==> config.mk <==
export PLATFORM = sky130hd
export DESIGN_NAME = vr_phase_mode_select
export DESIGN_NICKNAME = d
export VERILOG_FILES = /design/src/design/vr_phase_mode_pkg.sv /design/src/design/vr_phase_mode_select.sv
export SDC_FILE = /design/constraint.sdc
export NUM_CORES = 1
export LEC_CHECK = 0
export BUFFER_PORTS_ARGS = -buffer_cell sky130_fd_sc_hd__buf_2
export CAP_MARGIN = 40
export CORE_UTILIZATION = 53
export CTS_CLUSTER_DIAMETER = 200
export DETAILED_ROUTE_END_ITERATION = 6
export PLACE_DENSITY = 0.8
export REMOVE_ABC_BUFFERS = 1
export SYNTH_ARGS = -nofsm -noshare
export SYNTH_HDL_FRONTEND = slang
export SYNTH_SLANG_ARGS = --single-unit
==> constraint.sdc <==
create_clock -name clk -period 4.5 [get_ports clk]
set_clock_uncertainty 0.1 [all_clocks]
set_input_delay 0.225 -clock clk [delete_from_list [all_inputs] [get_ports clk]]
set_output_delay 0.225 -clock clk [all_outputs]
set_load 0.02 [all_outputs]
==> src/design/vr_phase_mode_pkg.sv <==
package vr_phase_mode_pkg;

	// Register byte offsets
	localparam logic [7:0] CTRL_OFS = 8'h00;
	localparam logic [7:0] STATUS_OFS = 8'h04;
	localparam logic [7:0] OC_FLAG_OFS = 8'h08;
	localparam logic [7:0] ZC_THR_OFS = 8'h0c;
	localparam logic [7:0] REF_OFS = 8'h10;

	// Status field positions, plus aux field positions in the ZC_THR and REF words
	localparam int ST_CFG_MAIN = 0;
	localparam int ST_CFG_AUX = 2;
	localparam int ST_PH_MAIN = 4;
	localparam int ST_EMU_MAIN = 6;
	localparam int ST_PH_AUX = 7;
	localparam int ST_EMU_AUX = 9;
	localparam int ST_SW_CLOSED = 10;
	localparam int ST_RUN_BIT = 11;
	localparam int ST_OC = 12;
	localparam int ZC_AUX_POS = 8;
	localparam int REF_AUX_POS = 8;

	// Reset values and the zero-cross threshold ceiling
	localparam logic [15:0] SLEW_CYC_RST = 16'h0064;
	localparam logic [5:0] ZC_THR_RST = 6'h20;
	localparam logic [5:0] ZC_THR_MAX = 6'h3f;

	// Analog levels as digitised codes
	localparam logic [11:0] OC_THRESH_MV = 12'd1500;

	// Timing
	localparam int CLK_MHZ = 250;
	localparam int BODY_DIODE_NS = 40;
	localparam int BODY_DIODE_CYC = (BODY_DIODE_NS * CLK_MHZ + 999) / 1000;
	localparam int MEAS_WIN_CYC = 32;
	localparam int STRAP_SETTLE_CYC = 8;

	typedef enum logic [1:0] {
		CFG_OFF = 2'b00,
		CFG_1PH = 2'b01,
		CFG_2PH = 2'b10,
		CFG_3PH = 2'b11
	} phase_cfg_t;

	typedef enum logic [1:0] {
		ST_WAIT = 2'b00,
		ST_SAMPLE = 2'b01,
		ST_RUN = 2'b11
	} strap_state_t;

	typedef struct packed {
		logic [1:0] phases;
		logic diode_emulation;
	} op_mode_t;

	typedef struct packed {
		logic power_state_bit_low0;
		logic power_state_bit_low1;
	} ps_cmd_t;

endpackage

==> src/design/vr_phase_mode_select.sv <==
// The placing of the registers and the AXI4-Lite interface to the registers were decided locally.
`timescale 1ns/100ps

module vr_phase_mode_select
	import vr_phase_mode_pkg::*;
#(
	parameter int VID_W = 8
) (
	input wire logic clk,
	input wire logic nrst,
	input wire logic [31:0] s_axi_awaddr,
	input wire logic s_axi_awvalid,
	output logic s_axi_awready,
	input wire logic [31:0] s_axi_wdata,
	input wire logic [3:0] s_axi_wstrb,
	input wire logic s_axi_wvalid,
	output logic s_axi_wready,
	output logic [1:0] s_axi_bresp,
	output logic s_axi_bvalid,
	input wire logic s_axi_bready,
	input wire logic [31:0] s_axi_araddr,
	input wire logic s_axi_arvalid,
	output logic s_axi_arready,
	output logic [31:0] s_axi_rdata,
	output logic [1:0] s_axi_rresp,
	output logic s_axi_rvalid,
	input wire logic s_axi_rready,
	input wire logic main_phase1_sense,
	input wire logic main_phase2_sense,
	input wire logic main_phase3_sense,
	input wire logic aux_phase1_sense,
	input wire logic aux_phase2_sense,
	input wire ps_cmd_t ps_cmd,
	input wire logic ps_cmd_valid,
	input wire logic [VID_W-1:0] vid_main,
	input wire logic [VID_W-1:0] vid_aux,
	input wire logic vid_valid,
	input wire logic [11:0] main_current_monitor,
	input wire logic [11:0] aux_current_monitor,
	input wire logic [1:0] vout_above_target,
	input wire logic [1:0] low_side_on,
	input wire logic [1:0] zero_cross_cmp,
	input wire logic [1:0] diode_fwd_cond,
	input wire logic [1:0] diode_rev_spike,
	output logic switching_enable,
	output logic [2:0] main_phase_en,
	output logic [1:0] aux_phase_en,
	output op_mode_t main_mode,
	output op_mode_t aux_mode,
	output logic feedback_switch_close,
	output logic aux_feedback_track,
	output logic [1:0] oc_detect,
	output logic [VID_W-1:0] ref_main,
	output logic [VID_W-1:0] ref_aux,
	output logic [1:0] decay_active,
	output logic [1:0] low_side_off_req,
	output logic [5:0] zc_thr_main,
	output logic [5:0] zc_thr_aux
);

	localparam int NSYNC = 13;

	// Two-stage synchronisers; stage one feeds stage two only
	logic [NSYNC-1:0] sync1;
	logic [NSYNC-1:0] sync2;
	wire logic [NSYNC-1:0] async_in = {diode_rev_spike, diode_fwd_cond, zero_cross_cmp,
		vout_above_target, aux_phase2_sense, aux_phase1_sense, main_phase3_sense,
		main_phase2_sense, main_phase1_sense};

	always_ff @(posedge clk or negedge nrst) begin
		if (!nrst) begin
			sync1 <= '0;
			sync2 <= '0;
		end else begin
			sync1 <= async_in;
			sync2 <= sync1;
		end
	end

	wire logic [4:0] strap_s = sync2[4:0];
	wire logic [1:0] vabove_s = sync2[6:5];
	wire logic [1:0] zc_s = sync2[8:7];
	wire logic [1:0] fwd_s = sync2[10:9];
	wire logic [1:0] rev_s = sync2[12:11];

	// Strap capture: waits for the synchronisers to settle, then latches once
	strap_state_t strap_state;
	logic [3:0] settle_cnt;
	phase_cfg_t cfg_main;
	phase_cfg_t cfg_aux;

	always_ff @(posedge clk or negedge nrst) begin
		if (!nrst) begin
			strap_state <= ST_WAIT;
			settle_cnt <= '0;
		end else begin
			case (strap_state)
				ST_WAIT: begin
					settle_cnt <= settle_cnt + 4'd1;
					if (settle_cnt == 4'(STRAP_SETTLE_CYC - 1)) begin
						strap_state <= ST_SAMPLE;
					end
				end
				ST_SAMPLE: strap_state <= ST_RUN;
				ST_RUN: strap_state <= ST_RUN;
				default: strap_state <= ST_WAIT;
			endcase
		end
	end

	always_ff @(posedge clk or negedge nrst) begin
		if (!nrst) begin
			cfg_main <= CFG_OFF;
			cfg_aux <= CFG_OFF;
		end else if (strap_state == ST_SAMPLE) begin
			if (strap_s[0]) begin
				cfg_main <= CFG_OFF;
			end else if (strap_s[2] && strap_s[1]) begin
				cfg_main <= CFG_1PH;
			end else if (strap_s[2]) begin
				cfg_main <= CFG_2PH;
			end else begin
				cfg_main <= CFG_3PH;
			end
			if (strap_s[3]) begin
				cfg_aux <= CFG_OFF;
			end else if (strap_s[4]) begin
				cfg_aux <= CFG_1PH;
			end else begin
				cfg_aux <= CFG_2PH;
			end
		end
	end

	assign switching_enable = (strap_state == ST_RUN);

	// Phase count and conduction mode from config and power-state bits.
	// Code 10 has no defined mode and is treated like 11.
	function automatic op_mode_t pick_mode(phase_cfg_t cfg, ps_cmd_t ps);
		op_mode_t m;
		m.phases = 2'(cfg);
		m.diode_emulation = 1'b0;
		if (cfg == CFG_OFF) begin
			m.phases = 2'd0;
		end else if (!ps.power_state_bit_low0 && !ps.power_state_bit_low1) begin
			m.phases = 2'd1;
			m.diode_emulation = 1'b1;
		end else if (!ps.power_state_bit_low0) begin
			m.phases = (cfg == CFG_1PH) ? 2'd1 : 2'(cfg) - 2'd1;
		end else begin
			m.phases = 2'(cfg);
		end
		return m;
	endfunction

	ps_cmd_t ps_latched;

	always_ff @(posedge clk or negedge nrst) begin
		if (!nrst) begin
			ps_latched <= '{1'b1, 1'b1};
		end else if (ps_cmd_valid) begin
			ps_latched <= ps_cmd;
		end
	end

	always_ff @(posedge clk or negedge nrst) begin
		if (!nrst) begin
			main_mode <= '0;
			aux_mode <= '0;
		end else if (strap_state == ST_RUN) begin
			main_mode <= pick_mode(cfg_main, ps_latched);
			aux_mode <= pick_mode(cfg_aux, ps_latched);
		end
	end

	genvar gp;
	generate
		for (gp = 0; gp < 3; gp++) begin : g_main_en
			assign main_phase_en[gp] = (main_mode.phases > 2'(gp));
		end
		for (gp = 0; gp < 2; gp++) begin : g_aux_en
			assign aux_phase_en[gp] = (aux_mode.phases > 2'(gp));
		end
	endgenerate

	// Extra compensator capacitor exists only in the two-phase main build
	always_ff @(posedge clk or negedge nrst) begin
		if (!nrst) begin
			feedback_switch_close <= 1'b0;
			aux_feedback_track <= 1'b0;
		end else begin
			feedback_switch_close <= (cfg_main == CFG_2PH) && (main_mode.phases == 2'd2);
			aux_feedback_track <= (cfg_main == CFG_2PH) && (main_mode.phases != 2'd2);
		end
	end

	// Per-output logic: overcurrent, reference slewing, zero-cross tuning
	logic [15:0] slew_cyc;
	logic [11:0] cur_mon [2];
	logic [VID_W-1:0] vid_in [2];
	logic [VID_W-1:0] ref_v [2];
	logic [5:0] zc_thr [2];
	logic [1:0] emu_active;
	assign cur_mon[0] = main_current_monitor;
	assign cur_mon[1] = aux_current_monitor;
	assign vid_in[0] = vid_main;
	assign vid_in[1] = vid_aux;
	assign emu_active = {aux_mode.diode_emulation, main_mode.diode_emulation};

	genvar go;
	generate
		for (go = 0; go < 2; go++) begin : g_out
			logic [VID_W-1:0] target;
			logic [15:0] slew_tmr;
			logic ls_prev;
			logic meas;
			logic [5:0] win_cnt;
			logic [5:0] fwd_cnt;
			logic rev_seen;

			always_ff @(posedge clk or negedge nrst) begin
				if (!nrst) begin
					oc_detect[go] <= 1'b0;
				end else begin
					oc_detect[go] <= (cur_mon[go] >= OC_THRESH_MV);
				end
			end

			// Up-steps move one code per slew interval; down-steps release the
			// reference at once and let the load discharge the output.
			always_ff @(posedge clk or negedge nrst) begin
				if (!nrst) begin
					target <= '0;
					ref_v[go] <= '0;
					slew_tmr <= '0;
					decay_active[go] <= 1'b0;
				end else begin
					if (vid_valid) begin
						target <= vid_in[go];
					end
					if (target > ref_v[go]) begin
						if (slew_tmr >= slew_cyc) begin
							slew_tmr <= '0;
							ref_v[go] <= ref_v[go] + 1'b1;
						end else begin
							slew_tmr <= slew_tmr + 16'd1;
						end
					end else begin
						slew_tmr <= '0;
					end
					if (target < ref_v[go]) begin
						ref_v[go] <= target;
						decay_active[go] <= 1'b1;
					end else if (!vabove_s[go]) begin
						decay_active[go] <= 1'b0;
					end
				end
			end

			assign low_side_off_req[go] = emu_active[go] && low_side_on[go] && zc_s[go];

			// Diode conduction is measured in a fixed window after each low-side turn-off in diode emulation
			always_ff @(posedge clk or negedge nrst) begin
				if (!nrst) begin
					ls_prev <= 1'b0;
					meas <= 1'b0;
					win_cnt <= '0;
					fwd_cnt <= '0;
					rev_seen <= 1'b0;
					zc_thr[go] <= ZC_THR_RST;
				end else begin
					ls_prev <= low_side_on[go];
					if (emu_active[go] && ls_prev && !low_side_on[go]) begin
						meas <= 1'b1;
						win_cnt <= '0;
						fwd_cnt <= '0;
						rev_seen <= 1'b0;
					end else if (meas) begin
						win_cnt <= win_cnt + 6'd1;
						if (fwd_s[go] && fwd_cnt != 6'h3f) begin
							fwd_cnt <= fwd_cnt + 6'd1;
						end
						if (rev_s[go]) begin
							rev_seen <= 1'b1;
						end
						if (win_cnt == 6'(MEAS_WIN_CYC - 1)) begin
							meas <= 1'b0;
							if (rev_seen && zc_thr[go] != ZC_THR_MAX) begin
								zc_thr[go] <= zc_thr[go] + 6'd1;
							end else if (!rev_seen && fwd_cnt > 6'(BODY_DIODE_CYC)
								&& zc_thr[go] != 6'h00) begin
								zc_thr[go] <= zc_thr[go] - 6'd1;
							end else if (!rev_seen && fwd_cnt < 6'(BODY_DIODE_CYC)
								&& zc_thr[go] != ZC_THR_MAX) begin
								zc_thr[go] <= zc_thr[go] + 6'd1;
							end
						end
					end
				end
			end
		end
	endgenerate

	assign ref_main = ref_v[0];
	assign ref_aux = ref_v[1];
	assign zc_thr_main = zc_thr[0];
	assign zc_thr_aux = zc_thr[1];

	// AXI4-Lite slave; address and data may arrive in either order
	logic aw_held;
	logic w_held;
	logic [7:0] aw_addr;
	logic [31:0] w_data;
	logic [3:0] w_strb;
	logic [1:0] oc_sticky;
	wire logic wr_go = aw_held && w_held && !s_axi_bvalid;
	wire logic wr_ok = (aw_addr == CTRL_OFS) || (aw_addr == OC_FLAG_OFS);

	assign s_axi_awready = !aw_held;
	assign s_axi_wready = !w_held;
	assign s_axi_arready = !s_axi_rvalid;

	always_ff @(posedge clk or negedge nrst) begin
		if (!nrst) begin
			aw_held <= 1'b0;
			w_held <= 1'b0;
			aw_addr <= '0;
			w_data <= '0;
			w_strb <= '0;
			s_axi_bvalid <= 1'b0;
			s_axi_bresp <= 2'b00;
		end else begin
			if (s_axi_awvalid && !aw_held) begin
				aw_held <= 1'b1;
				aw_addr <= {s_axi_awaddr[7:2], 2'b00};
			end
			if (s_axi_wvalid && !w_held) begin
				w_held <= 1'b1;
				w_data <= s_axi_wdata;
				w_strb <= s_axi_wstrb;
			end
			if (wr_go) begin
				aw_held <= 1'b0;
				w_held <= 1'b0;
				s_axi_bvalid <= 1'b1;
				s_axi_bresp <= wr_ok ? 2'b00 : 2'b10;
			end else if (s_axi_bready) begin
				s_axi_bvalid <= 1'b0;
			end
		end
	end

	always_ff @(posedge clk or negedge nrst) begin
		if (!nrst) begin
			slew_cyc <= SLEW_CYC_RST;
		end else if (wr_go && aw_addr == CTRL_OFS) begin
			if (w_strb[0]) begin
				slew_cyc[7:0] <= w_data[7:0];
			end
			if (w_strb[1]) begin
				slew_cyc[15:8] <= w_data[15:8];
			end
		end
	end

	// A new overcurrent event beats a clear in the same cycle
	always_ff @(posedge clk or negedge nrst) begin
		if (!nrst) begin
			oc_sticky <= '0;
		end else if (wr_go && aw_addr == OC_FLAG_OFS && w_strb[0]) begin
			oc_sticky <= (oc_sticky & ~w_data[1:0]) | oc_detect;
		end else begin
			oc_sticky <= oc_sticky | oc_detect;
		end
	end

	logic [31:0] rd_word;

	always_comb begin
		rd_word = '0;
		case ({s_axi_araddr[7:2], 2'b00})
			CTRL_OFS: rd_word[15:0] = slew_cyc;
			STATUS_OFS: begin
				rd_word[ST_CFG_MAIN +: 2] = cfg_main;
				rd_word[ST_CFG_AUX +: 2] = cfg_aux;
				rd_word[ST_PH_MAIN +: 2] = main_mode.phases;
				rd_word[ST_EMU_MAIN] = main_mode.diode_emulation;
				rd_word[ST_PH_AUX +: 2] = aux_mode.phases;
				rd_word[ST_EMU_AUX] = aux_mode.diode_emulation;
				rd_word[ST_SW_CLOSED] = feedback_switch_close;
				rd_word[ST_RUN_BIT] = switching_enable;
				rd_word[ST_OC +: 2] = oc_sticky;
			end
			OC_FLAG_OFS: rd_word[1:0] = oc_sticky;
			ZC_THR_OFS: begin
				rd_word[5:0] = zc_thr[0];
				rd_word[ZC_AUX_POS +: 6] = zc_thr[1];
			end
			REF_OFS: begin
				rd_word[VID_W-1:0] = ref_v[0];
				rd_word[REF_AUX_POS +: VID_W] = ref_v[1];
			end
			default: rd_word = '0;
		endcase
	end

	wire logic rd_hit = ({s_axi_araddr[7:2], 2'b00} inside {CTRL_OFS, STATUS_OFS,
		OC_FLAG_OFS, ZC_THR_OFS, REF_OFS}) && (s_axi_araddr[31:8] == '0);

	always_ff @(posedge clk or negedge nrst) begin
		if (!nrst) begin
			s_axi_rvalid <= 1'b0;
			s_axi_rdata <= '0;
			s_axi_rresp <= 2'b00;
		end else if (s_axi_arvalid && !s_axi_rvalid) begin
			s_axi_rvalid <= 1'b1;
			s_axi_rdata <= rd_word;
			s_axi_rresp <= rd_hit ? 2'b00 : 2'b10;
		end else if (s_axi_rready) begin
			s_axi_rvalid <= 1'b0;
		end
	end

	AST_MAIN_OFF: assert property (@(posedge clk) disable iff (!nrst)
		cfg_main == CFG_OFF |-> main_phase_en == 3'b000)
		else $error("Main output active while strapped off");

	AST_AUX_OFF: assert property (@(posedge clk) disable iff (!nrst)
		cfg_aux == CFG_OFF |-> aux_phase_en == 2'b00)
		else $error("Aux output active while strapped off");

	AST_STRAP_HOLD: assert property (@(posedge clk) disable iff (!nrst)
		strap_state == ST_RUN |=> $stable(cfg_main) && $stable(cfg_aux))
		else $error("Phase config changed after capture");

	AST_EMU_ONE_PHASE: assert property (@(posedge clk) disable iff (!nrst)
		main_mode.diode_emulation |-> main_phase_en == 3'b001)
		else $error("Diode emulation with more than one phase");

	AST_SHED_3PH: assert property (@(posedge clk) disable iff (!nrst)
		strap_state == ST_RUN && cfg_main == CFG_3PH && ps_latched == 2'b01
		|=> main_phase_en == 3'b011 && !main_mode.diode_emulation)
		else $error("Three-phase config did not shed to two phases");

	AST_ONE_PH_CCM: assert property (@(posedge clk) disable iff (!nrst)
		strap_state == ST_RUN && cfg_main == CFG_1PH && ps_latched != 2'b00
		|=> main_phase_en == 3'b001 && !main_mode.diode_emulation)
		else $error("One-phase config left continuous conduction");

	AST_FEEDBACK_SW: assert property (@(posedge clk) disable iff (!nrst)
		feedback_switch_close |-> !aux_feedback_track && $past(cfg_main) == CFG_2PH)
		else $error("Feedback switch closed outside two-phase build");

	AST_OC: assert property (@(posedge clk) disable iff (!nrst)
		main_current_monitor >= OC_THRESH_MV |=> oc_detect[0] ##1 oc_sticky[0])
		else $error("Main overcurrent not flagged");

	AST_DOWN_STEP: assert property (@(posedge clk) disable iff (!nrst)
		g_out[0].target < ref_v[0] |=> ref_v[0] == $past(g_out[0].target) && decay_active[0])
		else $error("Downward step not released to load decay");

	AST_ZC_OFF: assert property (@(posedge clk) disable iff (!nrst)
		main_mode.diode_emulation && low_side_on[0] && sync2[7] |-> low_side_off_req[0])
		else $error("Zero cross did not end low-side on-time");

endmodule

==> results of run 1 <==
flip-flops by register name, summed over array words and instances, names as in the netlist, 3 cells and up:
| signal | flops |
|---|---|
| sync2 | 13 |
| sync1 | 13 |
| g_out.target | 16 |
| s_axi_rdata | 16 |
| zc_thr_main | 6 |
| g_out.win_cnt | 12 |
| ref_main | 8 |
| g_out.slew_tmr | 32 |
| aw_addr | 6 |
| slew_cyc | 16 |
| w_data | 16 |
| g_out.fwd_cnt | 12 |
| ref_aux | 8 |
| zc_thr_aux | 6 |
| aux_mode | 3 |
| main_mode | 3 |
| settle_cnt | 4 |
where the power goes:
group	total, mW	internal, mW	switching, mW
Sequential	3.04	2.47	0.566
Combinational	2.92	1.21	1.71
Clock	2.02	1.21	0.810
Total	7.97	4.89	3.08
through the flow:
step	setup WS, ns	std cells
finish	1.33	1560
global route	1.24	1560
CTS	1.45	1560
detailed placement	1.50	1444
global placement	1.59	1440
floorplan	1.54	979
metal layers:
layer	GRT usage, %	vias up	share of wire, %
met5	0	-	0
met4	6.84	0	2.4
met3	4.17	56	6.1
met2	42.9	286	49
met1	31.9	4147	42
li1	-	4048	-
layout make-up:
type	count	area, um2
fillers	1473	6570
flip-flops and latches	220	5510
multi-input cells	704	4970
repair buffers	267	1750
clock buffers	27	643
well taps	270	338
inverters	55	206
clock inverters	17	180
placed cells by master, fill, tap and decap left out, types with 4 or more instances in the layout:
master	instances
sky130_fd_sc_hd__nand2b_1	7
sky130_fd_sc_hd__conb_1	18
sky130_fd_sc_hd__a21o_1	13
sky130_fd_sc_hd__dlygate4sd3_1	72
sky130_fd_sc_hd__clkbuf_16	25
sky130_fd_sc_hd__buf_4	6
sky130_fd_sc_hd__a22o_1	10
sky130_fd_sc_hd__a22oi_1	5
sky130_fd_sc_hd__o31ai_1	8
sky130_fd_sc_hd__nand2_1	97
sky130_fd_sc_hd__a222oi_1	12
sky130_fd_sc_hd__nor2b_1	5
sky130_fd_sc_hd__mux2i_1	7
sky130_fd_sc_hd__xnor2_1	38
sky130_fd_sc_hd__nor4_1	9
sky130_fd_sc_hd__mux2_2	57
sky130_fd_sc_hd__nor2_1	74
sky130_fd_sc_hd__dfrtp_1	213
sky130_fd_sc_hd__clkinv_2	8
sky130_fd_sc_hd__a21oi_1	35
sky130_fd_sc_hd__ha_1	70
sky130_fd_sc_hd__nand4_1	27
sky130_fd_sc_hd__or3_1	8
sky130_fd_sc_hd__xor2_1	35
sky130_fd_sc_hd__nor3_1	25
sky130_fd_sc_hd__nand3_1	30
sky130_fd_sc_hd__dfstp_2	7
sky130_fd_sc_hd__buf_2	186
sky130_fd_sc_hd__a211oi_1	7
sky130_fd_sc_hd__or2_2	4
sky130_fd_sc_hd__o21ai_0	40
sky130_fd_sc_hd__and3_1	16
sky130_fd_sc_hd__inv_1	55
worst max path at each step:
stage                       endpoint  slack, ns
2_1_floorplan  g_out[1].slew_tmr[10]       1.54
3_3_place_gp    g_out[0].slew_tmr[1]       1.59
3_5_place_dp   g_out[0].slew_tmr[15]       1.50
4_1_cts         g_out[0].slew_tmr[2]       1.45
5_1_grt         g_out[0].slew_tmr[2]       1.24
6_report        g_out[0].slew_tmr[0]       1.33
worst max-delay path, cell delays in order, from the launching register on:
cell                       delay (ns)
sky130_fd_sc_hd__dfstp_2         0.55
sky130_fd_sc_hd__inv_1           0.07
sky130_fd_sc_hd__ha_1            0.33
sky130_fd_sc_hd__a21o_1          0.20
sky130_fd_sc_hd__a21oi_1         0.17
sky130_fd_sc_hd__nor3_1          0.08
sky130_fd_sc_hd__a211oi_2        0.63
sky130_fd_sc_hd__nand2_1         0.56
sky130_fd_sc_hd__nor3_1          0.37
logic make-up (layout without fill, tap and decap cells):
| family | count (synthesis) | count (layout) | synth area share (%) |
|---|---|---|---|
| buffers and inverters | 106 | 366 | 4.40 |
| flip-flops | 220 | 220 | 50.6 |
| XOR/XNOR | 73 | 73 | 5.87 |
| multiplexers | 66 | 66 | 6.95 |
| AO/OA/AOI/OAI | 157 | 157 | 9.88 |
| AND/OR/NAND/NOR | 320 | 320 | 14.2 |
| adder cells (fa/ha/maj) | 70 | 70 | 8.04 |
| other | 1 | 18 | 0.0344 |
==> results.txt, run 1 <==
----------------------------------------------------
[Status]
  Run status ... complete, no violations

[Routing]
  Detailed Route WL ... 25,800 um
  Total via count after detailed routing ... 8,537
  WL per Instance ... 16.6 um
  Per-cell via count in the routed design ... 5.47
  Antenna viol nets, final ... 0
  First drt pass iteration count ... 7
  Remaining design rule violation count ... 0
  Starting DRC count in detailed routing ... 506

[Synth]
  Number of cells produced by synthesis ... 1,013
  Post-synth top cells ... sky130_fd_sc_hd__dfrtp_1 (213), sky130_fd_sc_hd__nand2_1 (97), sky130_fd_sc_hd__nor2_1 (74), sky130_fd_sc_hd__ha_1 (70), sky130_fd_sc_hd__mux2_2 (57)
  Unique masters post-synth ... 62
  Number of synthesis warnings ... 0
  Biggest area consumer among synthesized cells ... sky130_fd_sc_hd__dfrtp_1
  Cell with the most instances after synthesis ... sky130_fd_sc_hd__dfrtp_1
  Number of enable-type register cells in the synthesized netlist ... 0
  Yosys top cell area share ... 48.9%
  Flop and latch count out of synthesis ... 220
  Cells taking the most area after synthesis ... sky130_fd_sc_hd__dfrtp_1 (49%), sky130_fd_sc_hd__ha_1 (8.0%), sky130_fd_sc_hd__mux2_2 (5.9%)
  Fraction of registers with async set/reset ... 100%
  Part of the Yosys area used for sequential elements ... 50.6%
  Post-Syn Area ... approximately 11,000 um2
  Dominant synthesized flop cell ... sky130_fd_sc_hd__dfrtp_1
  Post-synthesis average cell area ... 10.7 um2

[Power and ir drop]
  Total power ... 7.97 mW
  PD cells ... 586 nW/um2
  Leakage ... 6.45 nW
  Worst VDD drop ... 0.000400 V

[Clock tree]
  Longest Clk Path Bufs ... 3
  Source-to-sink clock delay at the later pin of the worst-skew pair ... 0.51 ns
  Level count of the clock H-tree ... 1
  Hold-fix buffers, CTS ... 72
  Clock slew at the register clock pins of the worst setup and hold paths ... roughly 0.060 ns
  Post-cts resize count ... 0
  Number of post-CTS setup repair buffers ... 0
  Clock buffers created by TritonCTS ... 24
  CTS Sinks ... 220
  CTS root buffer ... sky130_fd_sc_hd__clkbuf_16
  TritonCTS clock tree ... done

[Layout]
  Nets ... about 1,500
  Post-route core utilization ... 67.4%
  Final std cell area, no fill ... 13,600 um2
  Ratio of cells with drive above 1 in the final layout ... 25.0%
  Number of antenna repair diodes ... 0
  Area Overhead vs Synth ... 24.9%

[Worst setup path]
  Launching element of the worst setup path ... slew_cyc[6]
  Reg-to-reg setup timing slack ... about 1.3 ns
  Length in cells of the worst reg-to-reg path ... 8
  Critical register-to-register path startpoint ... slew_cyc[6]
  Type of element launching the critical path ... flip-flop
  Data required time at the worst endpoint ... 4.80 ns
  RR Endpoint ... g_out[0].slew_tmr[0]
  Worst Setup Path Type ... flip-flop to flip-flop
  CP endpoint kind ... flip-flop
  Largest fanout of any net on the critical path ... 16
  Worst endpoint data arrival time ... 3.48 ns

[GRT]
  Maximum number of pins on one net before global-route repair ... 122
  Via count of the first global-routing pass ... ~8,700
  Total routing resource utilization after global routing ... about a quarter
  Number of antenna violations at the first check in global routing ... 0
  Global-route wire length before repair ... 42,300 um
  Global-route congestion overflow total ... 0

[Die]
  Die area ... 21,100 um2
  Die Span Y ... between 100 and 150 um
  Core area ... just over 20,000 um2
  Starting density of the core ... 54.0%
  Top-level port count ... about 260
  Cell row count ... 52
  Die boundary width ... 145 um

[STA]
  Worst slew margin ... between 30% and 40%
  Minimum hold slack ... ~0.10 ns
  Max Clock Freq ... 0.315 GHz
  Fin. max-slew vios ... 0
  Setup repair after global routing missed its margin ... false
  Transition at the pin with the smallest max-transition slack ... between 0.9 and 1 ns
  Share of the clock period used by the worst path ... 70.5%
  Final setup TNS ... 0 ns
  Final Hold Vio Count ... 0
  Post-layout min period ... 3.17 ns
  # setup viols final ... 0

[Place]
  Count of input and output buffers ... 186
  Final weighted congestion in routability-driven placement ... 0.906
  Detail Placement HPWL ... 17,700 um
  Cell area after placement ... 12,100 um2

[Hold path]
  Endpoint, Worst Hold ... s_axi_rvalid
  Worst hold path depth ... 4
  Startpoint of the most critical hold path ... s_axi_arvalid
  Hold/Removal Path Class ... primary input to flip-flop

[Run]
  Number of max-capacitance violations reported ... 0

----------------------------------------------------
No activity file was read; power rests on OpenSTA's default activity.
==> run 2: changes to the inputs <==
--- a/config.mk
+++ b/config.mk
@@ -7,10 +7,10 @@
 export LEC_CHECK = 0
 export BUFFER_PORTS_ARGS = -buffer_cell sky130_fd_sc_hd__buf_2
 export CAP_MARGIN = 40
-export CORE_UTILIZATION = 53
+export CORE_UTILIZATION = 49
 export CTS_CLUSTER_DIAMETER = 200
 export DETAILED_ROUTE_END_ITERATION = 6
-export PLACE_DENSITY = 0.8
+export PLACE_DENSITY = 0.78
 export REMOVE_ABC_BUFFERS = 1
 export SYNTH_ARGS = -nofsm -noshare
 export SYNTH_HDL_FRONTEND = slang
==> constraint.sdc (replaced) <==
create_clock -name clk -period 2.7 [get_ports clk]
set_clock_uncertainty 0.1 [all_clocks]
set_input_delay 0.135 -clock clk [delete_from_list [all_inputs] [get_ports clk]]
set_output_delay 0.135 -clock clk [all_outputs]
set_load 0.02 [all_outputs]
==> run 2 against run 1 <==
Against the previous run:
- the flow now finishes with violations (DRC)
- count of clock-buffer cells in the layout up 2
- wire length increased by 5.6%
- highest routed layer unchanged
- hold slack lost 0.079 ns
- largest power group is now combinational logic
- largest cell class unchanged
- critical path type unchanged
- clock power grew 66%
==> results.txt, run 2 (synthesis results as in run 1) <==
----------------------------------------------------
[Status]
  Run status ... complete, but fails checks
  Violated checks ... DRC

[Clock tree]
  Longest Clk Path Bufs ... 3 (unchanged)
  Source-to-sink clock delay at the later pin of the worst-skew pair ... 0.53 ns (+0.02 ns)
  Clock slew at the register clock pins of the worst setup and hold paths ... 0.06 ns (about the same)
  CTS root buffer ... sky130_fd_sc_hd__clkbuf_16
  TritonCTS clock tree ... done
  Level count of the clock H-tree ... 1 (unchanged)
  CTS Sinks ... 220 (unchanged)
  Clock buffers created by TritonCTS ... 24 (unchanged)

[GRT]
  Global-route wire length before repair ... 43,200 um (+2.0%)
  Global-route congestion overflow total ... 0 (unchanged)
  Total routing resource utilization after global routing ... 24.2% (-0.46 points)
  Maximum number of pins on one net before global-route repair ... 78 (-36%)
  Number of antenna violations at the first check in global routing ... 0 (unchanged)
  Via count of the first global-routing pass ... 8,599 (-0.72%)

[Worst setup path]
  Data required time at the worst endpoint ... 3.01 ns (-1.79 ns)
  CP endpoint kind ... flip-flop
  Largest fanout of any net on the critical path ... 4 (-12)
  Worst Setup Path Type ... flip-flop to flip-flop
  Type of element launching the critical path ... flip-flop
  Worst endpoint data arrival time ... 2.88 ns (-0.60 ns)

[Place]
  Cell area after placement ... 12,200 um2 (+0.83%)
  Cell Count Post-Placement ... 1,463 (+1.3%)
  Detail Placement HPWL ... 18,900 um (+6.8%)
  Worst slack, placed ... -0.0548 ns (-1.55 ns)
  Final weighted congestion in routability-driven placement ... 0.860 (-5.1%)
  Count of input and output buffers ... 186 (unchanged)

[Routing]
  Antenna viol nets, final ... 0 (unchanged)
  First drt pass iteration count ... 7 (unchanged)
  Starting DRC count in detailed routing ... 446 (-12%)
  WL per Instance ... 17.1 um (+3.5%)
  Detailed Route WL ... 27,300 um (+5.6%)
  Total via count after detailed routing ... 8,706 (+2.0%)
  Remaining design rule violation count ... 7 (+7)
  Per-cell via count in the routed design ... 5.47 (about the same)

[STA]
  Max Clock Freq ... 0.389 GHz (+23%)
  Share of the clock period used by the worst path ... 95.3% (+25 points)
  Final setup TNS ... 0 ns (unchanged)
  Setup ws final ... 0.127 ns (-1.20 ns)
  Transition at the pin with the smallest max-transition slack ... 0.609 ns (-0.324 ns)
  Fin. max-slew vios ... 0 (unchanged)
  # setup viols final ... 0 (unchanged)
  Final Hold Vio Count ... 0 (unchanged)
  Post-layout min period ... 2.57 ns (-0.599 ns)
  Worst slew margin ... 59.4% (+22 points)
  Minimum hold slack ... 0.0251 ns (-0.0788 ns)

[Power and ir drop]
  Total power ... 14.2 mW (+78%)
  Leakage ... 6.57 nW (+1.9%)
  PD cells ... 1020 nW/um2 (+74%)
  Worst VDD drop ... 0.000735 V (+84%)

[Hold path]
  Hold/Removal Path Class ... primary input to flip-flop

[Layout]
  Area Overhead vs Synth ... 27.6%
  Ratio of cells with drive above 1 in the final layout ... 27.1% (+2.1 points)
  Largest reg by FF count ... g_out.slew_tmr
  Post-route core utilization ... 63.7% (-3.7 points)
  Max reg flops ... 32 (unchanged)
  Nets ... 1,532 (+1.6%)
  Final std cell area, no fill ... 13,900 um2 (+2.2%)
  Most common cell after layout, fill and taps aside ... sky130_fd_sc_hd__dfrtp_1
  Most used cells in the layout excluding fill and tap cells ... sky130_fd_sc_hd__dfrtp_1 (213), sky130_fd_sc_hd__buf_2 (185), sky130_fd_sc_hd__nand2_1 (95), sky130_fd_sc_hd__nor2_1 (74), sky130_fd_sc_hd__dlygate4sd3_1 (74)
  Number of antenna repair diodes ... 0 (unchanged)
  Final standard cell count with taps included and fillers excluded ... 1,592 (+2.1%)

[Die]
  Die boundary width ... 151 um (+3.9%)
  Die area ... 22,800 um2 (+8.1%)
  Die Span Y ... 151 um (+3.9%)
  Top-level port count ... 255 (unchanged)
  Cell row count ... 54 (+3.8%)
  Starting density of the core ... 49.9% (-4.1 points)
  Core area ... 21,800 um2 (+8.2%)

[Run]
  Number of max-capacitance violations reported ... 0 (unchanged)

----------------------------------------------------
==> run 2: cell types whose count changed in the layout (fill, tap and decap cells not counted), sizes merged <==
cell / before / now
buf: 195 / 217
clkinv: 11 / 7
clkbuf: 27 / 29
dlygate4sd3: 72 / 74
clkinvlp: 2 / 3
inv: 56 / 55
==> run 2: worst paths after layout <==
path,start,end,slack [ns],depth (start not counted)
max,slew_cyc[5],ref_aux[4],0.13,10
min,vid_valid,g_out[1].target[0],0.03,3
max reg2reg,slew_cyc[5],ref_aux[4],0.13,10
min reg2reg,sync1[3],sync2[3],0.25,0
max in group asynchronous,nrst,slew_cyc[2],1.60,3
min in group asynchronous,nrst,sync2[7],0.06,2
==> run 2: critical path: stages, from the launching register on <==
cell and delay, ns:
sky130_fd_sc_hd__dfstp_2 0.53, sky130_fd_sc_hd__inv_2 0.05, sky130_fd_sc_hd__ha_4 0.26, sky130_fd_sc_hd__nand3_2 0.07, sky130_fd_sc_hd__or3_1 0.31, sky130_fd_sc_hd__or4_4 0.46, sky130_fd_sc_hd__a31oi_4 0.22, sky130_fd_sc_hd__buf_6 0.15
sky130_fd_sc_hd__nand2_2 0.05, sky130_fd_sc_hd__xnor2_1 0.17, sky130_fd_sc_hd__o21ai_1 0.09
==> run 2: final cells by class <==
class,instances,area (um2)
clock buffer,29,649
clock inverter,13,159
fill,1661,7930
inverter,55,206
multi-input combinational,704,5050
sequential,220,5510
tap,280,350
timing repair buffer,291,1960
==> run 2: routing by layer <==
layer	track usage, %	vias to the layer above	wire [um]
li1	-	4096	-
met1	30.9	4239	11300
met2	41.9	317	13600
met3	3.61	54	1610
met4	8.45	0	747
met5	0	-	0
==> run 2: repair_timing <==
item / CTS / global route
hold endpoints to repair: 157 / 1
endpoints found under the setup margin: 6 / 33
pin swaps: 7 / 4
hold buffers: 73 / 2
gates resized for setup: 14 / 7
buffers inserted: 11 / 2
==> run 2: report_power, final <==
group	leakage [nW]	switching [mW]	internal [mW]	total, mW
Combinational	3.46	3.15	2.65	5.81
Clock	0.393	1.36	2.00	3.36
Sequential	2.72	0.908	4.12	5.03
==> run 3: changes to the inputs <==
--- a/config.mk
+++ b/config.mk
@@ -7,11 +7,11 @@
 export LEC_CHECK = 0
 export BUFFER_PORTS_ARGS = -buffer_cell sky130_fd_sc_hd__buf_2
 export CAP_MARGIN = 40
+export CORE_ASPECT_RATIO = 1.25
 export CORE_UTILIZATION = 49
 export CTS_CLUSTER_DIAMETER = 200
 export DETAILED_ROUTE_END_ITERATION = 6
 export PLACE_DENSITY = 0.78
-export REMOVE_ABC_BUFFERS = 1
 export SYNTH_ARGS = -nofsm -noshare
 export SYNTH_HDL_FRONTEND = slang
 export SYNTH_SLANG_ARGS = --single-unit
==> run 3 against run 2 <==
Against the previous run:
- the flow finishes with violations (setup timing)
- die area about the same
- setup slack got worse by 0.26 ns
- flip-flop and latch count unchanged
- via count decreased by 0.56%
- first-iteration DRC count increased by 7.0%
- critical path type unchanged
- critical endpoint is now ref_aux[5]
- largest power group unchanged
==> results.txt, run 3 (synthesis results as in run 1) <==
----------------------------------------------------
[STA]
  Share of the clock period used by the worst path ... 105% (+9.5 points)
  Worst slew margin ... 54.1% (-5.2 points)
  Setup repair after global routing missed its margin ... true
  Fin. max-slew vios ... 0 (unchanged)
  Transition at the pin with the smallest max-transition slack ... 0.688 ns (+0.0790 ns)
  Minimum hold slack ... 0.0317 ns (+0.00659 ns)
  Final Hold Vio Count ... 0 (unchanged)
  Max Clock Freq ... 0.353 GHz (-9.1%)
  # setup viols final ... 1 (+1)
  Setup ws final ... -0.130 ns (-0.256 ns)
  Post-layout min period ... 2.83 ns (+0.256 ns)

[Layout]
  Max reg flops ... 32 (unchanged)
  Area Overhead vs Synth ... 27.0%
  Ratio of cells with drive above 1 in the final layout ... 26.5% (-0.59 points)
  FF/Latch Area ... 5510 um2 (unchanged)
  Post-route core utilization ... 63.7% (+0.086 points)
  Most common cell after layout, fill and taps aside ... sky130_fd_sc_hd__dfrtp_1
  Final std cell area, no fill ... 13,800 um2 (-0.45%)
  Most used cells in the layout excluding fill and tap cells ... sky130_fd_sc_hd__dfrtp_1 (213), sky130_fd_sc_hd__buf_2 (185), sky130_fd_sc_hd__nand2_1 (96), sky130_fd_sc_hd__dlygate4sd3_1 (77), sky130_fd_sc_hd__nor2_1 (74)
  Largest reg by FF count ... g_out.slew_tmr
  Final standard cell count with taps included and fillers excluded ... 1,591 (-0.063%)
  Nets ... 1,530 (-0.13%)
  Filler instances ... 1,644 (-1.0%)
  Footprint of the multi-input gates ... 5040 um2 (-0.37%)

[Clock tree]
  Longest Clk Path Bufs ... 3 (unchanged)
  Source-to-sink clock delay at the later pin of the worst-skew pair ... 0.52 ns (about the same)
  TritonCTS clock tree ... done
  Clock slew at the register clock pins of the worst setup and hold paths ... 0.06 ns (about the same)
  CTS Sinks ... 220 (unchanged)
  Clock buffers created by TritonCTS ... 23 (-4.2%)
  Level count of the clock H-tree ... 1 (unchanged)
  CTS root buffer ... sky130_fd_sc_hd__clkbuf_16

[Routing]
  WL per Instance ... 16.6 um (-2.8%)
  Total via count after detailed routing ... 8,657 (-0.56%)
  Remaining design rule violation count ... 0 (-7)
  Detailed Route WL ... 26,500 um (-2.9%)
  Per-cell via count in the routed design ... 5.44 (-0.50%)
  Antenna viol nets, final ... 0 (unchanged)
  First drt pass iteration count ... 6 (-1)
  Starting DRC count in detailed routing ... 477 (+7.0%)

[Run]
  Number of max-capacitance violations reported ... 0 (unchanged)

[Worst setup path]
  Slowest cell on the critical path ... sky130_fd_sc_hd__dfstp_2
  Data required time at the worst endpoint ... 3.00 ns (about the same)
  Type of element launching the critical path ... flip-flop
  Largest fanout of any net on the critical path ... 8 (+4)
  CP endpoint kind ... flip-flop
  Sequence of cells on the critical path ... inv_2 > ha_4 > nand3_4 > or3_1 > or4_4 > a31oi_4 > buf_6 > nand2_2 > xnor2_1 > o21ai_1
  Worst endpoint data arrival time ... 3.13 ns (+0.25 ns)
  Max stage delay on crit path ... 0.55 ns (+0.02 ns)
  Family with the most delay on the worst path ... simple AND/OR/NAND/NOR gates
  Worst Setup Path Type ... flip-flop to flip-flop
  Buffers and inverters on the worst path ... 2 (unchanged)

[Power and ir drop]
  PD cells ... 994 nW/um2 (-2.7%)
  Worst VDD drop ... 0.000765 V (+4.0%)
  Total power ... 13.7 mW (-3.2%)
  Leakage ... 6.56 nW (about the same)

[GRT]
  Maximum number of pins on one net before global-route repair ... 91 (+17%)
  Via count of the first global-routing pass ... 8,506 (-1.1%)
  Total routing resource utilization after global routing ... 23.5% (-0.72 points)
  Global-route wire length before repair ... 42,400 um (-1.7%)
  Global-route congestion overflow total ... 0 (unchanged)
  Number of antenna violations at the first check in global routing ... 0 (unchanged)

[Place]
  Count of input and output buffers ... 186 (unchanged)
  Cell Count Post-Placement ... 1,468 (+0.34%)
  Final weighted congestion in routability-driven placement ... 0.856 (-0.49%)
  Detail Placement HPWL ... 18,900 um (about the same)
  Cell area after placement ... 12,200 um2 (+0.24%)

[Die]
  Die area ... 22,800 um2 (about the same)
  Core area ... 21,700 um2 (-0.58%)
  Die Span Y ... 169 um (+12%)
  Die boundary width ... 135 um (-10%)
  Cell row count ... 60 (+11%)
  Starting density of the core ... 50.2% (+0.29 points)
  Top-level port count ... 255 (unchanged)

[Status]
  Violated checks ... setup timing
  Run status ... complete, but fails checks

[Hold path]
  Hold/Removal Path Class ... primary input to flip-flop

----------------------------------------------------
-- run 3: cell types whose count changed in the layout (fill, tap and decap cells not counted), sizes merged --
cell	previous run	this run
dlygate4sd3	74	77
inv	55	56
diode	0	1
clkinvlp	3	0
buf	217	213
clkinv	7	9
bufinv	3	2
clkbuf	29	30
-- run 3: tightest hold or removal path, stage by stage --
cell,delay (ns)
sky130_fd_sc_hd__buf_2,0.26
sky130_fd_sc_hd__nand2_1,0.12
sky130_fd_sc_hd__o21ai_0,0.08
-- run 3: per-layer routing --
metal  global-route usage (%)  vias to the layer above  wire length (um)
met5                        0                        -                 0
li1                         -                     4095                 -
met2                     40.9                      299             13300
met4                     9.23                        0               900
met1                     28.8                     4206             10600
met3                     3.92                       57              1630
-- run 3: cell type report --
class / count / area share (%)
clock inverter: 12 / 0.850
multi-input combinational: 704 / 36.4
inverter: 55 / 1.49
tap: 279 / 2.52
clock buffer: 30 / 4.79
antenna: 1 / 0.0181
sequential: 220 / 39.9
timing repair buffer: 290 / 14.0
-- run 3: repair_timing --
| item | in CTS | in global routing |
|---|---|---|
| hold buffers | 75 | 3 |
| hold endpoints to repair | 175 | 1 |
| pin swaps | 1 | 6 |
| setup buffers | 1 | 2 |
| resized for setup | 1 | 13 |
| setup endpoints to repair | 1 | 16 |
-- run 3: final timing paths --
kind / from / end / slack, ns / cells after the start
worst max-delay path: slew_cyc[5] / ref_aux[5] / -0.13 / 10
worst min-delay path: vid_valid / g_out[1].target[0] / 0.03 / 3
worst max register to register: slew_cyc[5] / ref_aux[5] / -0.13 / 10
worst min register to register: sync1[0] / sync2[0] / 0.25 / 0
max in group asynchronous: nrst / g_out[0].fwd_cnt[3] / 1.54 / 3
min in group asynchronous: nrst / w_data[9] / 0.11 / 2
-- run 3: power by group --
group | total [mW] | internal, mW | switching (mW)
clock network | 3.22 | 1.92 | 1.30
registers | 5.04 | 4.12 | 0.927
logic | 5.48 | 2.47 | 3.00
total | 13.7 | 8.51 | 5.23
-- run 3: metrics by stage --
| step | worst slack, ns | setup TNS, ns |
|---|---|---|
| 6_report | -0.130 | -0.130 |
| 2_1_floorplan | 0.167 | 0 |
| 3_3_place_gp | 0.0247 | 0 |
| 4_1_cts | 0.0429 | 0 |
| 3_5_place_dp | 0.00864 | 0 |
| 5_1_grt | -0.190 | -0.408 |
